===== config.mk =====
export PLATFORM = sky130hd
export DESIGN_NAME = canmb_top
export DESIGN_NICKNAME = d
export VERILOG_FILES = /design/src/canmb_pkg.sv /design/src/canmb_top.sv
export SDC_FILE = /design/constraint.sdc
export NUM_CORES = 1
export LEC_CHECK = 0
export ABC_AREA = 1
export BUFFER_PORTS_ARGS = -buffer_cell sky130_fd_sc_hd__buf_2
export CAP_MARGIN = 0
export CORE_UTILIZATION = 45
export DETAILED_ROUTE_END_ITERATION = 8
export HOLD_SLACK_MARGIN = 0.1
export SYNTH_ARGS = -nofsm -noshare
export SYNTH_HDL_FRONTEND = slang
export SYNTH_SLANG_ARGS = --single-unit
export TNS_END_PERCENT = 30

===== constraint.sdc =====
create_clock -name I_CLK_SYS -period 3.32 [get_ports I_CLK_SYS]
set_input_delay 0.664 -clock I_CLK_SYS [delete_from_list [all_inputs] [get_ports I_CLK_SYS]]
set_output_delay 0.664 -clock I_CLK_SYS [all_outputs]
set_load 0.1 [all_outputs]

===== src/canmb_pkg.sv =====
package canmb_pkg;

    // Buffer geometry.
    localparam int TX_NUM    = 3;
    localparam int TX_IW     = 2;
    localparam int BUF_BYTES = 14;
    localparam int ADDR_W    = 12;
    localparam int FIFO_DEPTH = 8;

    // Byte positions inside one message buffer.
    localparam logic [3:0] IDX_ID0  = 4'h0;
    localparam logic [3:0] IDX_ID1  = 4'h1;
    localparam logic [3:0] IDX_PAY0 = 4'h4;
    localparam logic [3:0] IDX_LEN  = 4'hc;
    localparam logic [3:0] IDX_PRIORITY = 4'hd;

    // Field positions inside the identifier and length bytes.
    localparam int ID1_RTR_BIT  = 4;
    localparam int ID1_IDE_BIT  = 3;
    localparam int LEN_CODE_MSB = 3;
    localparam logic [3:0] PAY_MAX = 4'h8;

    // Stream steps: four identifier bytes, then the length byte.
    localparam logic [3:0] STEP_LEN = 4'h4;
    localparam logic [3:0] SHIFT_LAST = 4'h7;

    // Register byte addresses.
    localparam logic [ADDR_W-1:0] ADDR_TXWIN = 12'h000;
    localparam logic [ADDR_W-1:0] ADDR_TXEND = 12'h038;
    localparam logic [ADDR_W-1:0] ADDR_TFLG  = 12'h040;
    localparam logic [ADDR_W-1:0] ADDR_TSEL  = 12'h044;
    localparam logic [ADDR_W-1:0] ADDR_RFLG  = 12'h048;
    localparam logic [ADDR_W-1:0] ADDR_STAT  = 12'h04c;
    localparam logic [ADDR_W-1:0] ADDR_RXWIN = 12'h080;
    localparam logic [ADDR_W-1:0] ADDR_RXEND = 12'h0b4;
    localparam int STAT_BUSY_BIT = 4;

    // Types.
    typedef logic [BUF_BYTES-1:0][7:0] canmb_buf_t;
    typedef canmb_buf_t [TX_NUM-1:0]   canmb_txarr_t;

    typedef enum logic [1:0] {TX_IDLE, TX_LOAD, TX_WAIT} canmb_tx_state_t;

    typedef struct packed {
        logic       last;
        logic [7:0] data;
    } canmb_byte_t;

    typedef struct packed {
        canmb_txarr_t          txb;
        logic [TX_NUM-1:0]     txe;
        logic [TX_NUM-1:0]     tsel;
        canmb_buf_t            rxb;
        logic                  rx_full;
        logic [3:0]            rx_ptr;
        canmb_tx_state_t       tx_st;
        logic                  tx_busy;
        logic [TX_IW-1:0]      tx_act;
        logic [3:0]            tx_step;
        logic                  ap_wr;
        logic                  ap_rd;
        logic [ADDR_W-1:0]     ap_addr;
        logic [31:0]           hrdata;
        logic                  hready;
        logic [7:0]            sh;
        logic [3:0]            sh_cnt;
        logic                  sh_last;
        logic                  bit_valid;
        logic                  bit_last;
    } canmb_state_t;

    // Values after reset: all transmit buffers empty, bus ready.
    localparam canmb_state_t ST_RST = '{txe: '1, hready: 1'b1,
                                        tx_st: TX_IDLE, default: '0};

endpackage


===== src/canmb_top.sv =====
// Behaviour
// - standard id split byte0 and byte1 7:5.
// - identifier goes out most significant first.
// - smallest identifier wins bus arbitration.
// - byte1 bit 4 is remote flag.
// - byte1 bit 3 selects standard/extended format.
// - eight payload bytes per buffer.
// - length code governs payload byte count.
// - length code bits 3:0, 0..8 direct.
// - remote frame: length sent, no data.
// - per buffer local priority, smaller wins.
// - only non-empty buffers compete before start.
// - lowest priority value wins.
// - ties go to lowest buffer index.
// - priority access only empty and selected.
// - clearing empty flag queues; success sets it.
//
// Local design decisions: the AHB-Lite interface to the registers and the address map.
`timescale 1ns/1ps
`default_nettype none

////////////////////////////////////////////////////////////////////////////////

module canmb_fifo #(
    parameter int WIDTH = 9,
    parameter int DEPTH = 8
) (
    // Clock and reset.
    input  wire logic             i_clk,
    input  wire logic             i_rstn,
    // Filling side.
    input  wire logic             i_in_valid,
    input  wire logic [WIDTH-1:0] i_in_data,
    output logic                  o_in_ready,
    // Draining side.
    output logic                  o_out_valid,
    output logic [WIDTH-1:0]      o_out_data,
    input  wire logic             i_out_ready
);
    localparam int AW = $clog2(DEPTH);

    typedef struct packed {
        logic [DEPTH-1:0][WIDTH-1:0] mem;
        logic [AW:0]                 wp;
        logic [AW:0]                 rp;
    } canmb_fifo_st_t;

    canmb_fifo_st_t st_reg;
    canmb_fifo_st_t st_next;

    // Pointers carry a wrap bit, so depth must be a power of two.
    assign o_in_ready  = !((st_reg.wp[AW] != st_reg.rp[AW]) &&
                           (st_reg.wp[AW-1:0] == st_reg.rp[AW-1:0]));
    assign o_out_valid = (st_reg.wp != st_reg.rp);
    assign o_out_data  = st_reg.mem[st_reg.rp[AW-1:0]];

    // Push and pop advance their pointers only on a handshake.
    always_comb begin
        st_next = st_reg;
        if (i_in_valid && o_in_ready) begin
            st_next.mem[st_reg.wp[AW-1:0]] = i_in_data;
            st_next.wp = st_reg.wp + 1'b1;
        end
        if (o_out_valid && i_out_ready) begin
            st_next.rp = st_reg.rp + 1'b1;
        end
    end

    // State register.
    always_ff @(posedge i_clk or negedge i_rstn) begin
        if (!i_rstn) begin
            st_reg <= '0;
        end else begin
            st_reg <= st_next;
        end
    end

endmodule

////////////////////////////////////////////////////////////////////////////////

module canmb_top import canmb_pkg::*; (
    // Clock and reset.
    input  wire logic        I_CLK_SYS,
    input  wire logic        I_RSTN,
    // AHB-Lite slave.
    input  wire logic        I_HSEL,
    input  wire logic [31:0] I_HADDR,
    input  wire logic [1:0]  I_HTRANS,
    input  wire logic        I_HWRITE,
    input  wire logic [2:0]  I_HSIZE,
    input  wire logic [31:0] I_HWDATA,
    input  wire logic        I_HREADY,
    output logic      [31:0] O_HRDATA,
    output logic             O_HREADYOUT,
    output logic             O_HRESP,
    // Transmit bit stream towards the bus logic.
    output logic             O_TX_BIT,
    output logic             O_TX_BIT_VALID,
    output logic             O_TX_LAST_BIT,
    input  wire logic        I_TX_BIT_READY,
    input  wire logic        I_BUS_IDLE,
    input  wire logic        I_TX_ACK,
    input  wire logic        I_TX_ERR,
    output logic             O_TX_BUSY,
    // Receive byte stream from the bus logic.
    input  wire logic        I_RX_VALID,
    input  wire logic        I_RX_FIRST,
    input  wire logic [7:0]  I_RX_BYTE,
    input  wire logic        I_RX_END,
    output logic             O_RX_FULL
);

    canmb_state_t s_reg;
    canmb_state_t s_next;

    logic        fifo_in_valid;
    canmb_byte_t fifo_in_data;
    logic        fifo_in_ready;
    logic        fifo_out_valid;
    canmb_byte_t fifo_out_data;
    logic        fifo_out_ready;

    ////////////////////////////////////////////////////////////////////////////

    // Payload byte count from the length byte and the identifier byte 1.
    function automatic logic [3:0] f_pay_count(input logic [7:0] len,
                                               input logic [7:0] id1);
        logic [3:0] code;
        code = len[LEN_CODE_MSB:0];
        if (id1[ID1_RTR_BIT]) begin
            f_pay_count = 4'h0;
        end else if (code > PAY_MAX) begin
            f_pay_count = PAY_MAX;
        end else begin
            f_pay_count = code;
        end
    endfunction

    // Buffer byte carried at a stream step: id bytes, length, payload.
    function automatic logic [3:0] f_step_idx(input logic [3:0] step);
        if (step < STEP_LEN) begin
            f_step_idx = step;
        end else if (step == STEP_LEN) begin
            f_step_idx = IDX_LEN;
        end else begin
            f_step_idx = step - 4'h1;
        end
    endfunction

    // Index of the one-hot selected buffer.
    function automatic logic [TX_IW-1:0] f_sel_idx(
        input logic [TX_NUM-1:0] sel);
        f_sel_idx = '0;
        for (int i = TX_NUM - 1; i >= 0; i--) begin
            if (sel[i]) begin
                f_sel_idx = TX_IW'(i);
            end
        end
    endfunction

    // Pending buffer with the smallest priority byte; ties to lower index.
    function automatic logic [TX_IW-1:0] f_pick(input logic [TX_NUM-1:0] pend,
                                                input canmb_txarr_t b);
        logic             found;
        logic [7:0]       best;
        f_pick = '0;
        found  = 1'b0;
        best   = 8'h00;
        for (int i = 0; i < TX_NUM; i++) begin
            // Strict less-than keeps the lower index on a tie.
            if (pend[i] && (!found || b[i][IDX_PRIORITY] < best)) begin
                found  = 1'b1;
                best   = b[i][IDX_PRIORITY];
                f_pick = TX_IW'(i);
            end
        end
    endfunction

    ////////////////////////////////////////////////////////////////////////////

    // Frame stream buffer between the scheduler and the bit shifter.
    canmb_fifo #(
        .WIDTH ($bits(canmb_byte_t)),
        .DEPTH (FIFO_DEPTH)
    ) u_fifo (
        .i_clk       (I_CLK_SYS),
        .i_rstn      (I_RSTN),
        .i_in_valid  (fifo_in_valid),
        .i_in_data   (fifo_in_data),
        .o_in_ready  (fifo_in_ready),
        .o_out_valid (fifo_out_valid),
        .o_out_data  (fifo_out_data),
        .i_out_ready (fifo_out_ready)
    );

    ////////////////////////////////////////////////////////////////////////////

    // Next state of the bus slave, the transmit and receive buffers and both stream engines.
    always_comb begin
        logic [3:0]       idx;
        logic [TX_IW-1:0] sidx;
        logic             acc;
        logic [31:0]      rd;
        logic [3:0]       cnt;
        logic [3:0]       ptr;
        logic [3:0]       rcnt;
        logic [TX_NUM-1:0] wsel;
        idx  = s_reg.ap_addr[5:2];
        sidx = f_sel_idx(s_reg.tsel);
        acc  = (|s_reg.tsel) && s_reg.txe[sidx];
        rd   = 32'h0000_0000;
        cnt  = f_pay_count(s_reg.txb[s_reg.tx_act][IDX_LEN],
                           s_reg.txb[s_reg.tx_act][IDX_ID1]);
        ptr  = 4'h0;
        rcnt = 4'h0;
        wsel = '0;
        s_next = s_reg;
        fifo_in_valid = 1'b0;
        fifo_in_data  = '0;
        fifo_out_ready = !s_reg.bit_valid;

        // Read data, decoded during the single wait state.
        if (s_reg.ap_addr < ADDR_TXEND) begin
            if (acc) begin
                rd[7:0] = s_reg.txb[sidx][idx];
            end
        end else if (s_reg.ap_addr == ADDR_TFLG) begin
            rd[TX_NUM-1:0] = s_reg.txe;
        end else if (s_reg.ap_addr == ADDR_TSEL) begin
            rd[TX_NUM-1:0] = s_reg.tsel;
        end else if (s_reg.ap_addr == ADDR_RFLG) begin
            rd[0] = s_reg.rx_full;
        end else if (s_reg.ap_addr == ADDR_STAT) begin
            rd[TX_IW-1:0]     = s_reg.tx_act;
            rd[STAT_BUSY_BIT] = s_reg.tx_busy;
        end else if (s_reg.ap_addr >= ADDR_RXWIN &&
                     s_reg.ap_addr < ADDR_RXEND) begin
            rd[7:0] = s_reg.rxb[idx];
        end

        // Data phase: reads finish after one wait state.
        if (s_reg.ap_rd) begin
            s_next.hrdata = rd;
            s_next.hready = 1'b1;
            s_next.ap_rd  = 1'b0;
        end
        s_next.ap_wr = 1'b0;

        // Data phase of a write; unmapped addresses are ignored.
        if (s_reg.ap_wr) begin
            if (s_reg.ap_addr < ADDR_TXEND) begin
                if (acc) begin
                    s_next.txb[sidx][idx] = I_HWDATA[7:0];
                end
            end else if (s_reg.ap_addr == ADDR_TFLG) begin
                // Writing one clears the empty flag and queues it.
                s_next.txe = s_reg.txe & ~I_HWDATA[TX_NUM-1:0];
            end else if (s_reg.ap_addr == ADDR_TSEL) begin
                wsel = I_HWDATA[TX_NUM-1:0] & s_reg.txe;
                s_next.tsel = wsel & (~wsel + 1'b1);
            end else if (s_reg.ap_addr == ADDR_RFLG) begin
                if (I_HWDATA[0]) begin
                    s_next.rx_full = 1'b0;
                end
            end
        end

        // Address phase: take a transfer when the bus is ready.
        if (I_HSEL && I_HTRANS[1] && I_HREADY) begin
            s_next.ap_addr = I_HADDR[ADDR_W-1:0];
            s_next.ap_wr   = I_HWRITE;
            s_next.ap_rd   = !I_HWRITE;
            s_next.hready  = I_HWRITE;
        end

        // Transmit scheduler.
        case (s_reg.tx_st)
            TX_IDLE: begin
                if (I_BUS_IDLE && (|(~s_reg.txe))) begin
                    s_next.tx_act  = f_pick(~s_reg.txe, s_reg.txb);
                    s_next.tx_step = 4'h0;
                    s_next.tx_st   = TX_LOAD;
                end
            end
            TX_LOAD: begin
                // Bytes in order id0..id3, length, payload; id1 carries
                // the low identifier bits, remote and format flags.
                fifo_in_valid = 1'b1;
                fifo_in_data.data =
                    s_reg.txb[s_reg.tx_act][f_step_idx(s_reg.tx_step)];
                fifo_in_data.last = (s_reg.tx_step == STEP_LEN + cnt);
                if (fifo_in_ready) begin
                    if (fifo_in_data.last) begin
                        s_next.tx_st = TX_WAIT;
                    end else begin
                        s_next.tx_step = s_reg.tx_step + 4'h1;
                    end
                end
            end
            TX_WAIT: begin
                if (I_TX_ACK) begin
                    s_next.txe[s_reg.tx_act] = 1'b1;
                    s_next.tx_st = TX_IDLE;
                end else if (I_TX_ERR) begin
                    // Buffer stays queued and competes again.
                    s_next.tx_st = TX_IDLE;
                end
            end
            default: begin
                s_next.tx_st = TX_IDLE;
            end
        endcase
        s_next.tx_busy = (s_next.tx_st != TX_IDLE);

        // Bit shifter: each byte leaves bit 7 first.
        if (s_reg.bit_valid && I_TX_BIT_READY) begin
            if (s_reg.sh_cnt == 4'h0) begin
                s_next.bit_valid = 1'b0;
            end else begin
                s_next.sh     = {s_reg.sh[6:0], 1'b0};
                s_next.sh_cnt = s_reg.sh_cnt - 4'h1;
            end
        end
        if (fifo_out_valid && !s_reg.bit_valid) begin
            s_next.sh        = fifo_out_data.data;
            s_next.sh_cnt    = SHIFT_LAST;
            s_next.sh_last   = fifo_out_data.last;
            s_next.bit_valid = 1'b1;
        end
        s_next.bit_last = s_next.bit_valid && s_next.sh_last &&
                          (s_next.sh_cnt == 4'h0);

        // Receive capture in the same byte order; dropped while full.
        if (I_RX_VALID) begin
            ptr  = I_RX_FIRST ? 4'h0 : s_reg.rx_ptr;
            rcnt = f_pay_count(s_reg.rxb[IDX_LEN], s_reg.rxb[IDX_ID1]);
            if (!s_reg.rx_full &&
                (ptr <= STEP_LEN || ptr <= STEP_LEN + rcnt)) begin
                s_next.rxb[f_step_idx(ptr)] = I_RX_BYTE;
            end
            if (ptr != 4'hf) begin
                s_next.rx_ptr = ptr + 4'h1;
            end
        end
        // Completion set comes last so it beats a software clear.
        if (I_RX_END) begin
            s_next.rx_full = 1'b1;
        end
    end

    // State register.
    always_ff @(posedge I_CLK_SYS or negedge I_RSTN) begin
        if (!I_RSTN) begin
            s_reg <= ST_RST;
        end else begin
            s_reg <= s_next;
        end
    end

    // Outputs straight from the state register, except the response tied to okay.
    assign O_HRDATA       = s_reg.hrdata;
    assign O_HREADYOUT    = s_reg.hready;
    assign O_HRESP        = 1'b0;
    assign O_TX_BIT       = s_reg.sh[7];
    assign O_TX_BIT_VALID = s_reg.bit_valid;
    assign O_TX_LAST_BIT  = s_reg.bit_last;
    assign O_TX_BUSY      = s_reg.tx_busy;
    assign O_RX_FULL      = s_reg.rx_full;

endmodule

`default_nettype wire


* Word level (Yosys, flattened, before mapping)
Cells that the tools add are included.
Cells by class: add/sub/neg operators 10, $mul 0, div/mod/pow operators 0, order comparisons 23, eq/ne operators 20, shift operators 0, mux-type cells 104, bitwise logic cells 9, reductions and logical operators 48
Operators with widths (count):
- 112-bit binary-select mux with 2-bit select | 2
- 336-bit bitwise mux | 1
- 112-bit 2-to-1 mux | 3
- 112-bit demux with 2-bit select | 1
- 112-bit bitwise mux | 1
- 8-bit 2-to-1 mux | 14
- 8-bit binary-select mux with 4-bit select | 3
- 72-bit bitwise mux | 1
- 8-bit demux with 4-bit select | 2
- 4-bit 2-to-1 mux | 16
- 12-bit by 7-bit == test with 1-bit output, second input constant | 4
- 14-bit 2-to-1 mux | 2
- 9-bit binary-select mux with 3-bit select | 1
- 9-bit demux with 3-bit select | 1
- 9-bit 2-to-1 mux | 3
- 12-bit 2-to-1 mux | 2
- 3-bit 2-to-1 mux | 8
- 1-bit 2-to-1 mux | 23
- 2-bit 2-to-1 mux | 11
- 1-bit logical AND | 19
- 4-bit by 1-bit adder with 4-bit output, second input constant | 4
- 8-bit < comparator | 2
- 4-bit by 5-bit < comparator with 1-bit output, second input constant | 3
- 2-bit nonzero test | 7
- 45 further kinds | 80
Word-level totals: register bits after elaboration 586, bits in latches 0, RAM bits 0, bits in read-only memories 0, word-level logic and storage cells 298, memories kept 0

* Longest topological paths before layout
Gate-level depths: netlist of run 1.
word-level depth 15, depth in mapped cells 25

* Modules after synthesis
From an unflattened synthesis of run 1, not the netlist that was laid out.
Second synthesis, totals: cells, all modules 3970, area, all modules 31656.6 um^2
By module, submodules not included:
- canmb_top | times used 1, cells each 3427, area each 27277.4 um^2, sequential area each 12667.1 um^2
- canmb_fifo | times used 1, cells each 543, area each 4379.2 um^2, sequential area each 2001.9 um^2

* Least setup slack after synthesis of run 1
OpenSTA, ideal clock, no wires.
path kind reg-to-reg, from register s_reg[191] (netlist name), to register s_reg[66] (netlist name), library setup time 0.117 ns, data arrival time 2.776 ns, data required time 3.203 ns, setup slack 0.427 ns, cell stages (with the launch flop) 21, path through dfstp_2 -> inv_1 -> clkbuf_1 -> nand2_1 -> ha_1 -> nand2_1 -> o21a_1 -> nand2_1 -> nand2_1 -> nand2_1 -> clkbuf_1 -> o21ai_0 -> ha_1 -> a21oi_1 -> nor2_1 -> a211oi_1 -> nand2_1 -> nand2_1 -> nand2_1 -> nand2_1 -> nand2_1
On the way: word-level cells in the longest chain between the ends 14, elaborated cells between the ends (all ways) 26, those cells by class order compare (2); mux (14); bitwise (1); reduce/logical (9)
RTL lines:
- from (decl) | RTL line canmb_top.sv:114 | canmb_state_t s_reg;
- from (signal assigned) | RTL line canmb_top.sv:357 | s_reg <= s_next;
- 3-bit NOT * | RTL line canmb_top.sv:280, canmb_top.sv:281
- 8-bit 2-to-1 mux or 1-bit 2-to-1 mux (tied branches) | RTL line canmb_top.sv:172 | if (pend[i] && (!found || b[i][IDX_PRIORITY] < best)) begin
- 8-bit 2-to-1 mux or 1-bit 2-to-1 mux (tied branches) | RTL line canmb_top.sv:280 | if (I_BUS_IDLE && (|(~s_reg.txe))) begin
- 8-bit 2-to-1 mux or 1-bit 2-to-1 mux (tied branches) | RTL line canmb_top.sv:278 | case (s_reg.tx_st)
- 8-bit < comparator or 1-bit logical NOT (tied branches) | RTL line canmb_top.sv:172
- 1-bit logical OR | RTL line canmb_top.sv:172
- 1-bit logical AND | RTL line canmb_top.sv:172
- 8-bit 2-to-1 mux or 1-bit 2-to-1 mux (tied branches) | RTL line canmb_top.sv:172
- 8-bit 2-to-1 mux or 1-bit 2-to-1 mux (tied branches) | RTL line canmb_top.sv:280
- 8-bit 2-to-1 mux or 1-bit 2-to-1 mux (tied branches) | RTL line canmb_top.sv:278
- 8-bit < comparator or 1-bit logical NOT (tied branches) | RTL line canmb_top.sv:172
- 1-bit logical OR | RTL line canmb_top.sv:172
- 1-bit logical AND | RTL line canmb_top.sv:172
- 2-bit 2-to-1 mux | RTL line canmb_top.sv:172
Mark *: on every way between the ends. The rest lies on a longest branch, timed or not. The select of a mux whose other input is x is not followed. A chain may end at the register's enable or synchronous reset.

* Final worst setup path of run 1
from register s_reg[62] (netlist name), to register u_fifo.st_reg[15] (netlist name)
On the way: word-level cells in the longest chain between the ends 8, elaborated cells between the ends (all ways) 10, those cells by class add/sub (1); order compare (1); eq/ne (1); mux (7)
RTL lines:
- 4-bit by 1-bit subtractor with 4-bit output or 4-bit by 3-bit == test with 1-bit output (tied branches) | RTL line canmb_top.sv:147, canmb_top.sv:144
- 4-bit 2-to-1 mux | RTL line canmb_top.sv:144 | end else if (step == STEP_LEN) begin
- 4-bit 2-to-1 mux * | RTL line canmb_top.sv:142 | if (step < STEP_LEN) begin
- 4-bit 2-to-1 mux * | RTL line canmb_top.sv:278
- 8-bit binary-select mux with 4-bit select * | RTL line canmb_top.sv:291 | s_reg.txb[s_reg.tx_act][f_step_idx(s_reg.tx_step)];
- 8-bit 2-to-1 mux (not written as such) * | RTL line canmb_top.sv:291
- 9-bit 2-to-1 mux * | RTL line canmb_top.sv:278
- 72-bit bitwise mux * | RTL line canmb_top.sv:61 | st_next.mem[st_reg.wp[AW-1:0]] = i_in_data;
- to (signal assigned) | RTL line canmb_top.sv:74 | st_reg <= st_next;
- to (decl) | RTL line canmb_top.sv:48 | canmb_fifo_st_t st_reg;
Marks and branches as above.

==> out/metrics.sh, run 1 <==
RUN_STATUS='finished clean'
VDD_IR_DROP_MAX_uV=550
WORST_R2R_ENDPOINT='u_fifo.st_reg[15]'
WORST_SLACK_AFTER_DETAILED_PLACEMENT_NS=0.147
RSZ_0062_RAISED_AFTER_GLOBAL_ROUTING='false'
ANTENNA_FOUND_INITIAL=1
GLOBAL_ROUTE.OVERFLOW_TOTAL=0
FINALMAXSLEWVIOLATIONS=0
YS.FLOP_TYPE='sky130_fd_sc_hd__dfrtp_1'
YS.WARNINGS.COUNT=0
POST-SYNTH-TOP-AREA-FRACTION_PCT=47.7
ANTENNA_CELL_COUNT=0
MET1_WL_MM=45.7
PERIOD_UTILIZATION_POST_ROUTE_PCT=92.8
TIGHTEST_SLEW_NS=1.11
FINAL_SUM_OF_NEGATIVE_SETUP_SLACK_NS=0
TIMING.CRITICAL_PATH.MAX_DELAY_FAMILY='simple AND/OR/NAND/NOR gates'
DRV_CAP=0
TIMING.HOLD.WORST.START='I_HWRITE'
NUM_VIAS=27300
R2R-START='s_reg[62]'
CTS_HTREE_LEVELS=3
SYNTH.LARGEST_AREA_CELL='sky130_fd_sc_hd__dfrtp_1'
CELL_WITH_THE_MOST_INSTANCES_AFTER_SYNTHESIS='sky130_fd_sc_hd__nand2_1'
ROUTED-WL-MET3_MM=7.14
STATIC-LEAKAGE-POWER_nW=16.5
CRITICALPATHCATEGORY='flip-flop to flip-flop'
RR_WORST_DEPTH=15
SLEW_HEADROOM_PCT=26.0
IO_PINS=128
CLK_PATH_BUF_DEPTH=3
DRT_PASS1_ITERATIONS=6
SYNTH-SEQ-CELLS=586
GRT_MAX_DEGREE=86
SYNTHSIMPLEGATEAREAFRAC_PCT=20.9
CTS_NUM_SINKS=586
SYNTH_COMPOUND_AREA_SHARE_PCT=22.2
FINALNETCOUNT=3956
TOTAL_POWER_DRAW_W=0.0248
TOP_LAYER_USED='met5'
AREA.GROWTH.SYNTH_TO_FINAL_PCT=11.3
CRIT_PATH_MAX_INCR_DELAY_NS=0.42
CORE_AREA_MM2=0.0672
POSTSYNTH.ASYNCRESETSHARE_PCT=100
CP.ARRIVAL_NS=3.53
FINAL_PERIOD_MINUS_WORST_SETUP_SLACK_NS=3.08
POSTCTSSETUPBUFFERS=0
WORSTHOLDPATHTYPE='primary input to flip-flop'
GRTUSAGETOTAL_PCT=28.8
FINAL_HOLD_VIOL_COUNT=0
LARGEST_REGISTER_FF_COUNT=492
CTS_TREE='yes'
SETUP_VIOL=0
STD_CELL_ROWS=95
FIRST_GLOBAL_VIAS=25300
ROUTE.DETAILED.DRC=0
SYNTHESIS.AREA_MM2=0.0305
INITIALDRTVIOLATIONCOUNT=2875
NUMBER_OF_INSTANCES_IN_THE_SYNTHESIZED_NETLIST=3884
WORST_SETUP_PATH_STARTPOINT='s_reg[62]'
WORST_EP_REQUIRED_TIME_NS=3.77
R2R_SETUP_SLACK_NS=0.24
SYNTH_TOP_FAMILY_BY_AREA='compound AO/OA/AOI/OAI gates'
WL_MET2_MM=43.0
FP.DIEH_UM=262
CTS-ROOT-BUF='sky130_fd_sc_hd__clkbuf_16'
MAXCLOCKFREQUENCY_GHz=0.325
FINCLKSKEW_NS=0.0248
SYNTH.CELLS.MOST_FREQUENT='sky130_fd_sc_hd__nand2_1 (1085), sky130_fd_sc_hd__o21ai_0 (687), sky130_fd_sc_hd__dfrtp_1 (582), sky130_fd_sc_hd__nor2_1 (246), sky130_fd_sc_hd__inv_1 (219)'
CTS.CLK_SLEW.WORST_PATHS_NS=0.06
DIE-AREA_MM2=0.0688
SHARE_OF_SYNTHESIZED_AREA_SPENT_ON_MULTIPLEXERS_PCT=0.0656
CRITICAL_PATH_FANOUTS_MAX=38
PLACE_CONGESTION=0.895
BUFFER_PORTS.INSERTED=54
SYNTH_ADDER_AREA_SHARE_PCT=1.03
TIMING.CRITICAL_PATH.TO_TYPE='flip-flop'
PATH_BUF_INV=4
CRIT_SLOWEST_CELL='sky130_fd_sc_hd__dfrtp_1'
INSERTED_CLOCK_BUFFERS=68
NUMBER_OF_NETS_WITH_ANTENNA_VIOLATIONS_AFTER_DETAILED_ROUTING=0
LAYOUT-DRIVE-GT1-SHARE_PCT=8.68
AVGSYNTHCELLAREA_UM2=7.85
CRIT_PATH_START_KIND='flip-flop'
GRT_FIRST_PASS_WIRELENGTH_MM=155
SYNTH_ENABLE_FLOP_CELLS=0
HPWLAFTERDP_MM=65.2
DRT_WL_TOTAL_MM=99.4
LAYOUT_SETUP_WS_NS=0.240
POWER_DENSITY_mW_PER_MM2=729
CLKLATENCYLATEPIN_NS=0.61
SYNTH.AREA.TOP_CELLS='sky130_fd_sc_hd__dfrtp_1 (48%), sky130_fd_sc_hd__nand2_1 (13%), sky130_fd_sc_hd__o21ai_0 (11%)'
SYNTH-XOR-AREA-SHARE_PCT=0.345
HOLDPATHEND='s_reg[60]'
START_UTIL_PCT=45.4
DIEWIDTH_UM=262
WL_PER_CELL_UM=20.8
SYNTH_SEQUENTIAL_AREA_RATIO_PCT=48.1
WORSTPATHCELLLIST='inv_1 -> ha_1 -> nand2_1 -> nor2_1 -> a21oi_1 -> nand2_2 -> inv_2 -> buf_12 -> o21ai_0 -> nand2_1 -> nand3_1 -> nand3_1 -> nand3_1 -> buf_4 -> o21ai_0'
YOSYSUNIQUECELLTYPES=57
CRIT_TOP_CELL='sky130_fd_sc_hd__nand3_1'
WORST_HOLD_PATH.NUM_CELLS=2
VIAS_PER_CELL=5.73
## per-stage QoR
step | instances | util, % | hold slack [ns] | area, µm²
final | 4767 | 50.6 | 0.230 | 34000
after CTS | 4767 | 50.5 | 0.205 | 33900
after global routing | 4767 | 50.6 | 0.228 | 34000
after global placement | 4644 | 47.2 | 0.461 | 31700
after detailed placement | 4644 | 47.2 | 0.467 | 31700
after floorplan | 3908 | - | 0.368 | 30600
## layer usage
metal  vias to the layer above  global-route usage [%]
met4                         2                    10.2
li1                      13000                       -
met2                      1015                    42.7
met5                         -                       0
met3                       167                    4.18
met1                     13100                    42.7
## layout make-up
class / count / area (µm²)
clock buffers: 105 / 2060
flip-flops and latches: 586 / 14700
repair buffers: 162 / 1420
multi-input cells: 2796 / 13700
inverters: 228 / 857
fillers: 6568 / 33200
clock inverters: 17 / 151
well taps: 873 / 1090
## cells by family after synthesis
| kind of cell | count (synthesis) |
|---|---|
| buffers and inverters | 526 |
| muxes | 2 |
| xor gates and xnor gates | 12 |
| other | 1 |
| adders and majority gates | 25 |
| DFF | 586 |
| AOI/OAI and AO/OA | 1187 |
| and+or+nand+nor | 1545 |
## cell usage in the layout, fill, tap and decap left out, types with 5 or more instances in the layout
master,synthesis,final
sky130_fd_sc_hd__a211oi_1,12,12
sky130_fd_sc_hd__a21oi_1,64,64
sky130_fd_sc_hd__a221oi_1,14,14
sky130_fd_sc_hd__a22oi_1,8,8
sky130_fd_sc_hd__a31oi_1,7,7
sky130_fd_sc_hd__buf_12,0,26
sky130_fd_sc_hd__buf_2,37,53
sky130_fd_sc_hd__buf_4,33,81
sky130_fd_sc_hd__clkbuf_1,191,21
sky130_fd_sc_hd__clkbuf_16,0,73
sky130_fd_sc_hd__clkbuf_8,0,11
sky130_fd_sc_hd__clkinv_1,5,6
sky130_fd_sc_hd__clkinv_2,1,11
sky130_fd_sc_hd__conb_1,1,25
sky130_fd_sc_hd__dfrtp_1,582,580
sky130_fd_sc_hd__ha_1,25,25
sky130_fd_sc_hd__inv_1,219,211
sky130_fd_sc_hd__inv_2,3,10
sky130_fd_sc_hd__nand2_1,1085,1083
sky130_fd_sc_hd__nand2_4,31,31
sky130_fd_sc_hd__nand3_1,118,114
sky130_fd_sc_hd__nand4_1,37,37
sky130_fd_sc_hd__nor2_1,246,243
sky130_fd_sc_hd__nor2_4,3,6
sky130_fd_sc_hd__nor3_1,10,10
sky130_fd_sc_hd__nor4_1,5,5
sky130_fd_sc_hd__o2111ai_1,17,17
sky130_fd_sc_hd__o211ai_1,107,107
sky130_fd_sc_hd__o21ai_0,687,687
sky130_fd_sc_hd__o21ai_1,117,117
sky130_fd_sc_hd__o21ai_2,8,8
sky130_fd_sc_hd__o221ai_1,20,20
sky130_fd_sc_hd__o22a_1,5,5
sky130_fd_sc_hd__o22ai_1,77,77
sky130_fd_sc_hd__o311ai_0,24,23
sky130_fd_sc_hd__xor2_1,11,11
## worst max path at each step
stage	cells after the start	slack, ns	endpoint
final	15	0.24	u_fifo.st_reg[15]
after global routing	19	0.009	s_reg[66]
after detailed placement	14	0.15	u_fifo.st_reg[71]
after global placement	18	0.17	s_reg[66]
after CTS	14	0.12	u_fifo.st_reg[44]
after floorplan	20	0.43	s_reg[66]
## timing repair
item / in CTS / in global routing
gates resized for setup: 0 / 7
endpoints found under the hold margin: 48 / 0
setup endpoints to repair: 0 / 35
hold buffers: 1 / 0
## power by group
group	internal (W)	switching (W)	total, W
clock network	0.00442	0.00306	0.00748
registers	0.00782	0.000457	0.00828
logic	0.00252	0.00649	0.00901
total	0.0148	0.0100	0.0248
Power figures use the tool's default switching activity.
==> inputs of run 2 (changes only) <==
--- a/config.mk
+++ b/config.mk
@@ -5,7 +5,7 @@
 export SDC_FILE = /design/constraint.sdc
 export NUM_CORES = 1
 export LEC_CHECK = 0
-export ABC_AREA = 1
+export ABC_AREA = 0
 export BUFFER_PORTS_ARGS = -buffer_cell sky130_fd_sc_hd__buf_2
 export CAP_MARGIN = 0
 export CORE_UTILIZATION = 45
==> run 2 against run 1 <==
Against the previous run: the run now ends with design-rule violations, negative setup slack left; combinational power grew 55%; clock skew rose by 0.0083 ns; die area is 9.6% higher; sequential power increased by 2%; cell area up 15%; setup slack lost 0.26 ns; global-route usage is 2.0 points higher; synthesized cell count down 22%; maximum frequency shrank 7.8%; worst hold slack got worse by 0.0079 ns; clock power increased by 3.1%; via count is 1.6% lower; critical endpoint is now u_fifo.st_reg[17].
==> out/metrics.sh, run 2 <==
RUN_STATUS='finished with violations'
FAILED_CHECKS='design-rule violations, negative setup slack'
CELL_WITH_THE_MOST_INSTANCES_AFTER_SYNTHESIS='sky130_fd_sc_hd__dfrtp_1'
RSZ_0062_RAISED_AFTER_GLOBAL_ROUTING='true'
CRITICALPATHCATEGORY='flip-flop to flip-flop'
FIRST_GLOBAL_VIAS=26900  # +6.0%
CTS_NUM_SINKS=586  # unchanged
POST-SYNTH-TOP-AREA-FRACTION_PCT=43.5  # -4.2 points
CTS-ROOT-BUF='sky130_fd_sc_hd__clkbuf_16'
CLKLATENCYLATEPIN_NS=0.65  # +0.04 ns
TIMING.CRITICAL_PATH.TO_TYPE='flip-flop'
CRIT_PATH_START_KIND='flip-flop'
DRT_PASS1_ITERATIONS=9  # +3
ANTENNA_FOUND_INITIAL=3  # +2
SLEW_HEADROOM_PCT=20.6  # -5.4 points
NUM_VIAS=26900  # -1.6%
POSTSYNTH.ASYNCRESETSHARE_PCT=100  # unchanged
PERIOD_UTILIZATION_POST_ROUTE_PCT=101  # +7.9 points
CORE_AREA_MM2=0.0732  # +9.0%
LAYOUT_SETUP_WS_NS=-0.0205  # -0.261 ns
YOSYSUNIQUECELLTYPES=99  # +74%
DP_CELLS=4095  # -12%
LARGEST_REGISTER_FF_COUNT=492  # unchanged
SYNTH-SEQ-CELLS=586  # unchanged
SYNTH.CELLS.MOST_FREQUENT='sky130_fd_sc_hd__dfrtp_1 (582), sky130_fd_sc_hd__mux2_2 (478), sky130_fd_sc_hd__nand2_1 (353), sky130_fd_sc_hd__clkbuf_1 (131), sky130_fd_sc_hd__nor2_1 (111)'
LAYOUT.CELLS.MOST_COMMON='sky130_fd_sc_hd__dfrtp_1'
CRIT_PATH_MAX_INCR_DELAY_NS=0.39  # -0.03 ns
INSERTED_CLOCK_BUFFERS=68  # unchanged
WL_PER_CELL_UM=27.4  # +31%
CRIT_TOP_CELL='sky130_fd_sc_hd__buf_4'
AREA.GROWTH.SYNTH_TO_FINAL_PCT=16.6
SYNTH.AREA.TOP_CELLS='sky130_fd_sc_hd__dfrtp_1 (44%), sky130_fd_sc_hd__mux2_2 (16%), sky130_fd_sc_hd__mux4_2 (5.0%)'
IO_PINS=128  # unchanged
BUFFER_PORTS.INSERTED=54  # unchanged
GRTUSAGETOTAL_PCT=30.8  # +2.0 points
HPWLAFTERDP_MM=80.8  # +24%
CTS_HTREE_LEVELS=3  # unchanged
VIAS_PER_CELL=6.35  # +11%
TIGHTEST_SLEW_NS=1.19  # +0.0809 ns
TIMING.CRITICAL_PATH.MAX_DELAY_FAMILY='compound AO/OA/AOI/OAI gates'
SYNTH_SEQUENTIAL_AREA_RATIO_PCT=43.8  # -4.2 points
SYNTH_ENABLE_FLOP_CELLS=0  # unchanged
DRT_WL_TOTAL_MM=116  # +16%
VDD_IR_DROP_MAX_uV=459  # -17%
ROUTE.DETAILED.DRC=8  # +8
FINCLKSKEW_NS=0.0332  # +0.00835 ns
FIN_WORST_HOLD_SLACK_NS=0.222  # -0.00789 ns
SETUP_VIOL=8  # +8
NUMBER_OF_INSTANCES_IN_THE_SYNTHESIZED_NETLIST=3033  # -22%
YS.FLOP_TYPE='sky130_fd_sc_hd__dfrtp_1'
FINAL_PERIOD_MINUS_WORST_SETUP_SLACK_NS=3.34  # +0.261 ns
WORST_EP_REQUIRED_TIME_NS=3.89  # +0.12 ns
POWER_DENSITY_mW_PER_MM2=772  # +5.9%
CLK_PATH_BUF_DEPTH=3  # unchanged
CP.ARRIVAL_NS=3.92  # +0.39 ns
INITIALDRTVIOLATIONCOUNT=2815  # -2.1%
WORSTHOLDPATHTYPE='primary input to flip-flop'
FINAL_HOLD_VIOL_COUNT=0  # unchanged
SYNTH.LARGEST_AREA_CELL='sky130_fd_sc_hd__dfrtp_1'
PLACE_CONGESTION=0.999  # +12%
STATIC-LEAKAGE-POWER_nW=17.5  # +6.3%
PATH_BUF_INV=7  # +3
FINALMAXSLEWVIOLATIONS=0  # unchanged
FINALNETCOUNT=3329  # -16%
FP.DIEH_UM=275  # +4.7%
AVGSYNTHCELLAREA_UM2=11.0  # +40%
YS.WARNINGS.COUNT=0  # unchanged
GRT_FIRST_PASS_WIRELENGTH_MM=174  # +13%
CTS_TREE='yes'
CRITICAL_PATH_FANOUTS_MAX=8  # -79%
WORSTPATHCELLLIST='inv_2 -> ha_2 -> buf_4 -> and2b_4 -> buf_4 -> o31ai_2 -> a221oi_2 -> buf_4 -> buf_4 -> o22ai_1 -> o31ai_1 -> buf_4 -> nand3_1 -> buf_4 -> a22oi_4 -> mux2_2'
LAYOUT-DRIVE-GT1-SHARE_PCT=35.9  # +27 points
GLOBAL_ROUTE.OVERFLOW_TOTAL=0  # unchanged
DRV_CAP=0  # unchanged
NUMBER_OF_NETS_WITH_ANTENNA_VIOLATIONS_AFTER_DETAILED_ROUTING=0  # unchanged
CRIT_SLOWEST_CELL='sky130_fd_sc_hd__dfrtp_2'
TOTAL_POWER_DRAW_W=0.0301  # +22%
CTS.CLK_SLEW.WORST_PATHS_NS=0.06  # about the same
SYNTHESIS.AREA_MM2=0.0335  # +9.7%
FINISH.CELL_COUNT_WITHOUT_FILLERS=4226  # -11%
MAXCLOCKFREQUENCY_GHz=0.299  # -7.8%
STD_CELL_ROWS=99  # +4.2%
MOST-COMMON-LAYOUT-CELLS='sky130_fd_sc_hd__dfrtp_1 (574), sky130_fd_sc_hd__mux2_2 (478), sky130_fd_sc_hd__nand2_1 (352), sky130_fd_sc_hd__buf_4 (271), sky130_fd_sc_hd__nor2_1 (110)'
START_UTIL_PCT=45.7  # +0.28 points
DIE-AREA_MM2=0.0755  # +9.6%
DIEWIDTH_UM=275  # +4.7%
GRT_MAX_DEGREE=88  # +2.3%
[run 2: worst paths after layout]
path / start / end / slack, ns / cells after the start
max in group asynchronous: I_RSTN / s_reg[428] / 1.55 / 3
worst max register to register: s_reg[62] / u_fifo.st_reg[17] / -0.02 / 16
worst min register to register: u_fifo.st_reg[30] / u_fifo.st_reg[30] / 0.47 / 2
worst min-delay path: I_RX_END / O_RX_FULL / 0.22 / 2
worst max-delay path: s_reg[62] / u_fifo.st_reg[17] / -0.02 / 16
min in group asynchronous: I_RSTN / s_reg[354] / 0.68 / 2
[run 2: layout make-up]
| cell class | instances | area, µm² |
|---|---|---|
| fill | 6319 | 34200 |
| multi-input combinational | 2143 | 17700 |
| sequential | 586 | 14700 |
| timing repair buffer | 359 | 2950 |
| clock buffer | 101 | 2010 |
| tap | 959 | 1200 |
| clock inverter | 20 | 298 |
| inverter | 57 | 214 |
| antenna | 1 | 2.50 |
[run 2: power by group]
group          total (W)  switching, W  internal [W]
Sequential       0.00843      0.000614       0.00782
Combinational     0.0140       0.00864       0.00535
Clock            0.00771       0.00324       0.00448
Total             0.0301        0.0125        0.0176
[run 2: timing repair]
| action | CTS | global route |
|---|---|---|
| resized for setup | 16 | 42 |
| gates cloned | 0 | 0 |
| hold endpoints to repair | 5 | 0 |
| setup buffers | 2 | 6 |
| hold buffers | 1 | 0 |
| setup endpoints to repair | 30 | 68 |
| pin swaps | 11 | 9 |
[run 2: per-layer routing]
metal,vias to the layer above,GRT usage [%],wire length (µm)
met5,-,0,17
met4,2,15.4,6340
met3,296,5.64,8950
met2,1226,48.0,52400
met1,13700,41.3,47900
li1,11600,-,-
[run 2: through the flow]
step | cell area [µm²] | setup WS, ns | TNS [ns] | utilization (%)
final | 39000 | -0.0205 | -0.130 | 53.3
after global routing | 39000 | -0.115 | -0.690 | 53.3
after CTS | 38700 | 0.00459 | 0 | 52.9
after detailed placement | 36300 | -0.464 | -4.24 | 49.6
after global placement | 36300 | -0.373 | -3.67 | 49.6
after floorplan | 33600 | -0.0152 | -0.0152 | -
[run 2: kinds of logic (layout without fill, tap and decap cells)]
family	after synthesis	after routing	synth area share (%)
DFF	586	586	43.8
muxes	672	672	24.8
buffers and inverters	328	537	4.66
other	1	26	0.0112
xor gates and xnor gates	13	13	0.340
and+or+nand+nor	774	774	12.0
AOI/OAI and AO/OA	634	634	13.4
adders and majority gates	25	25	0.935
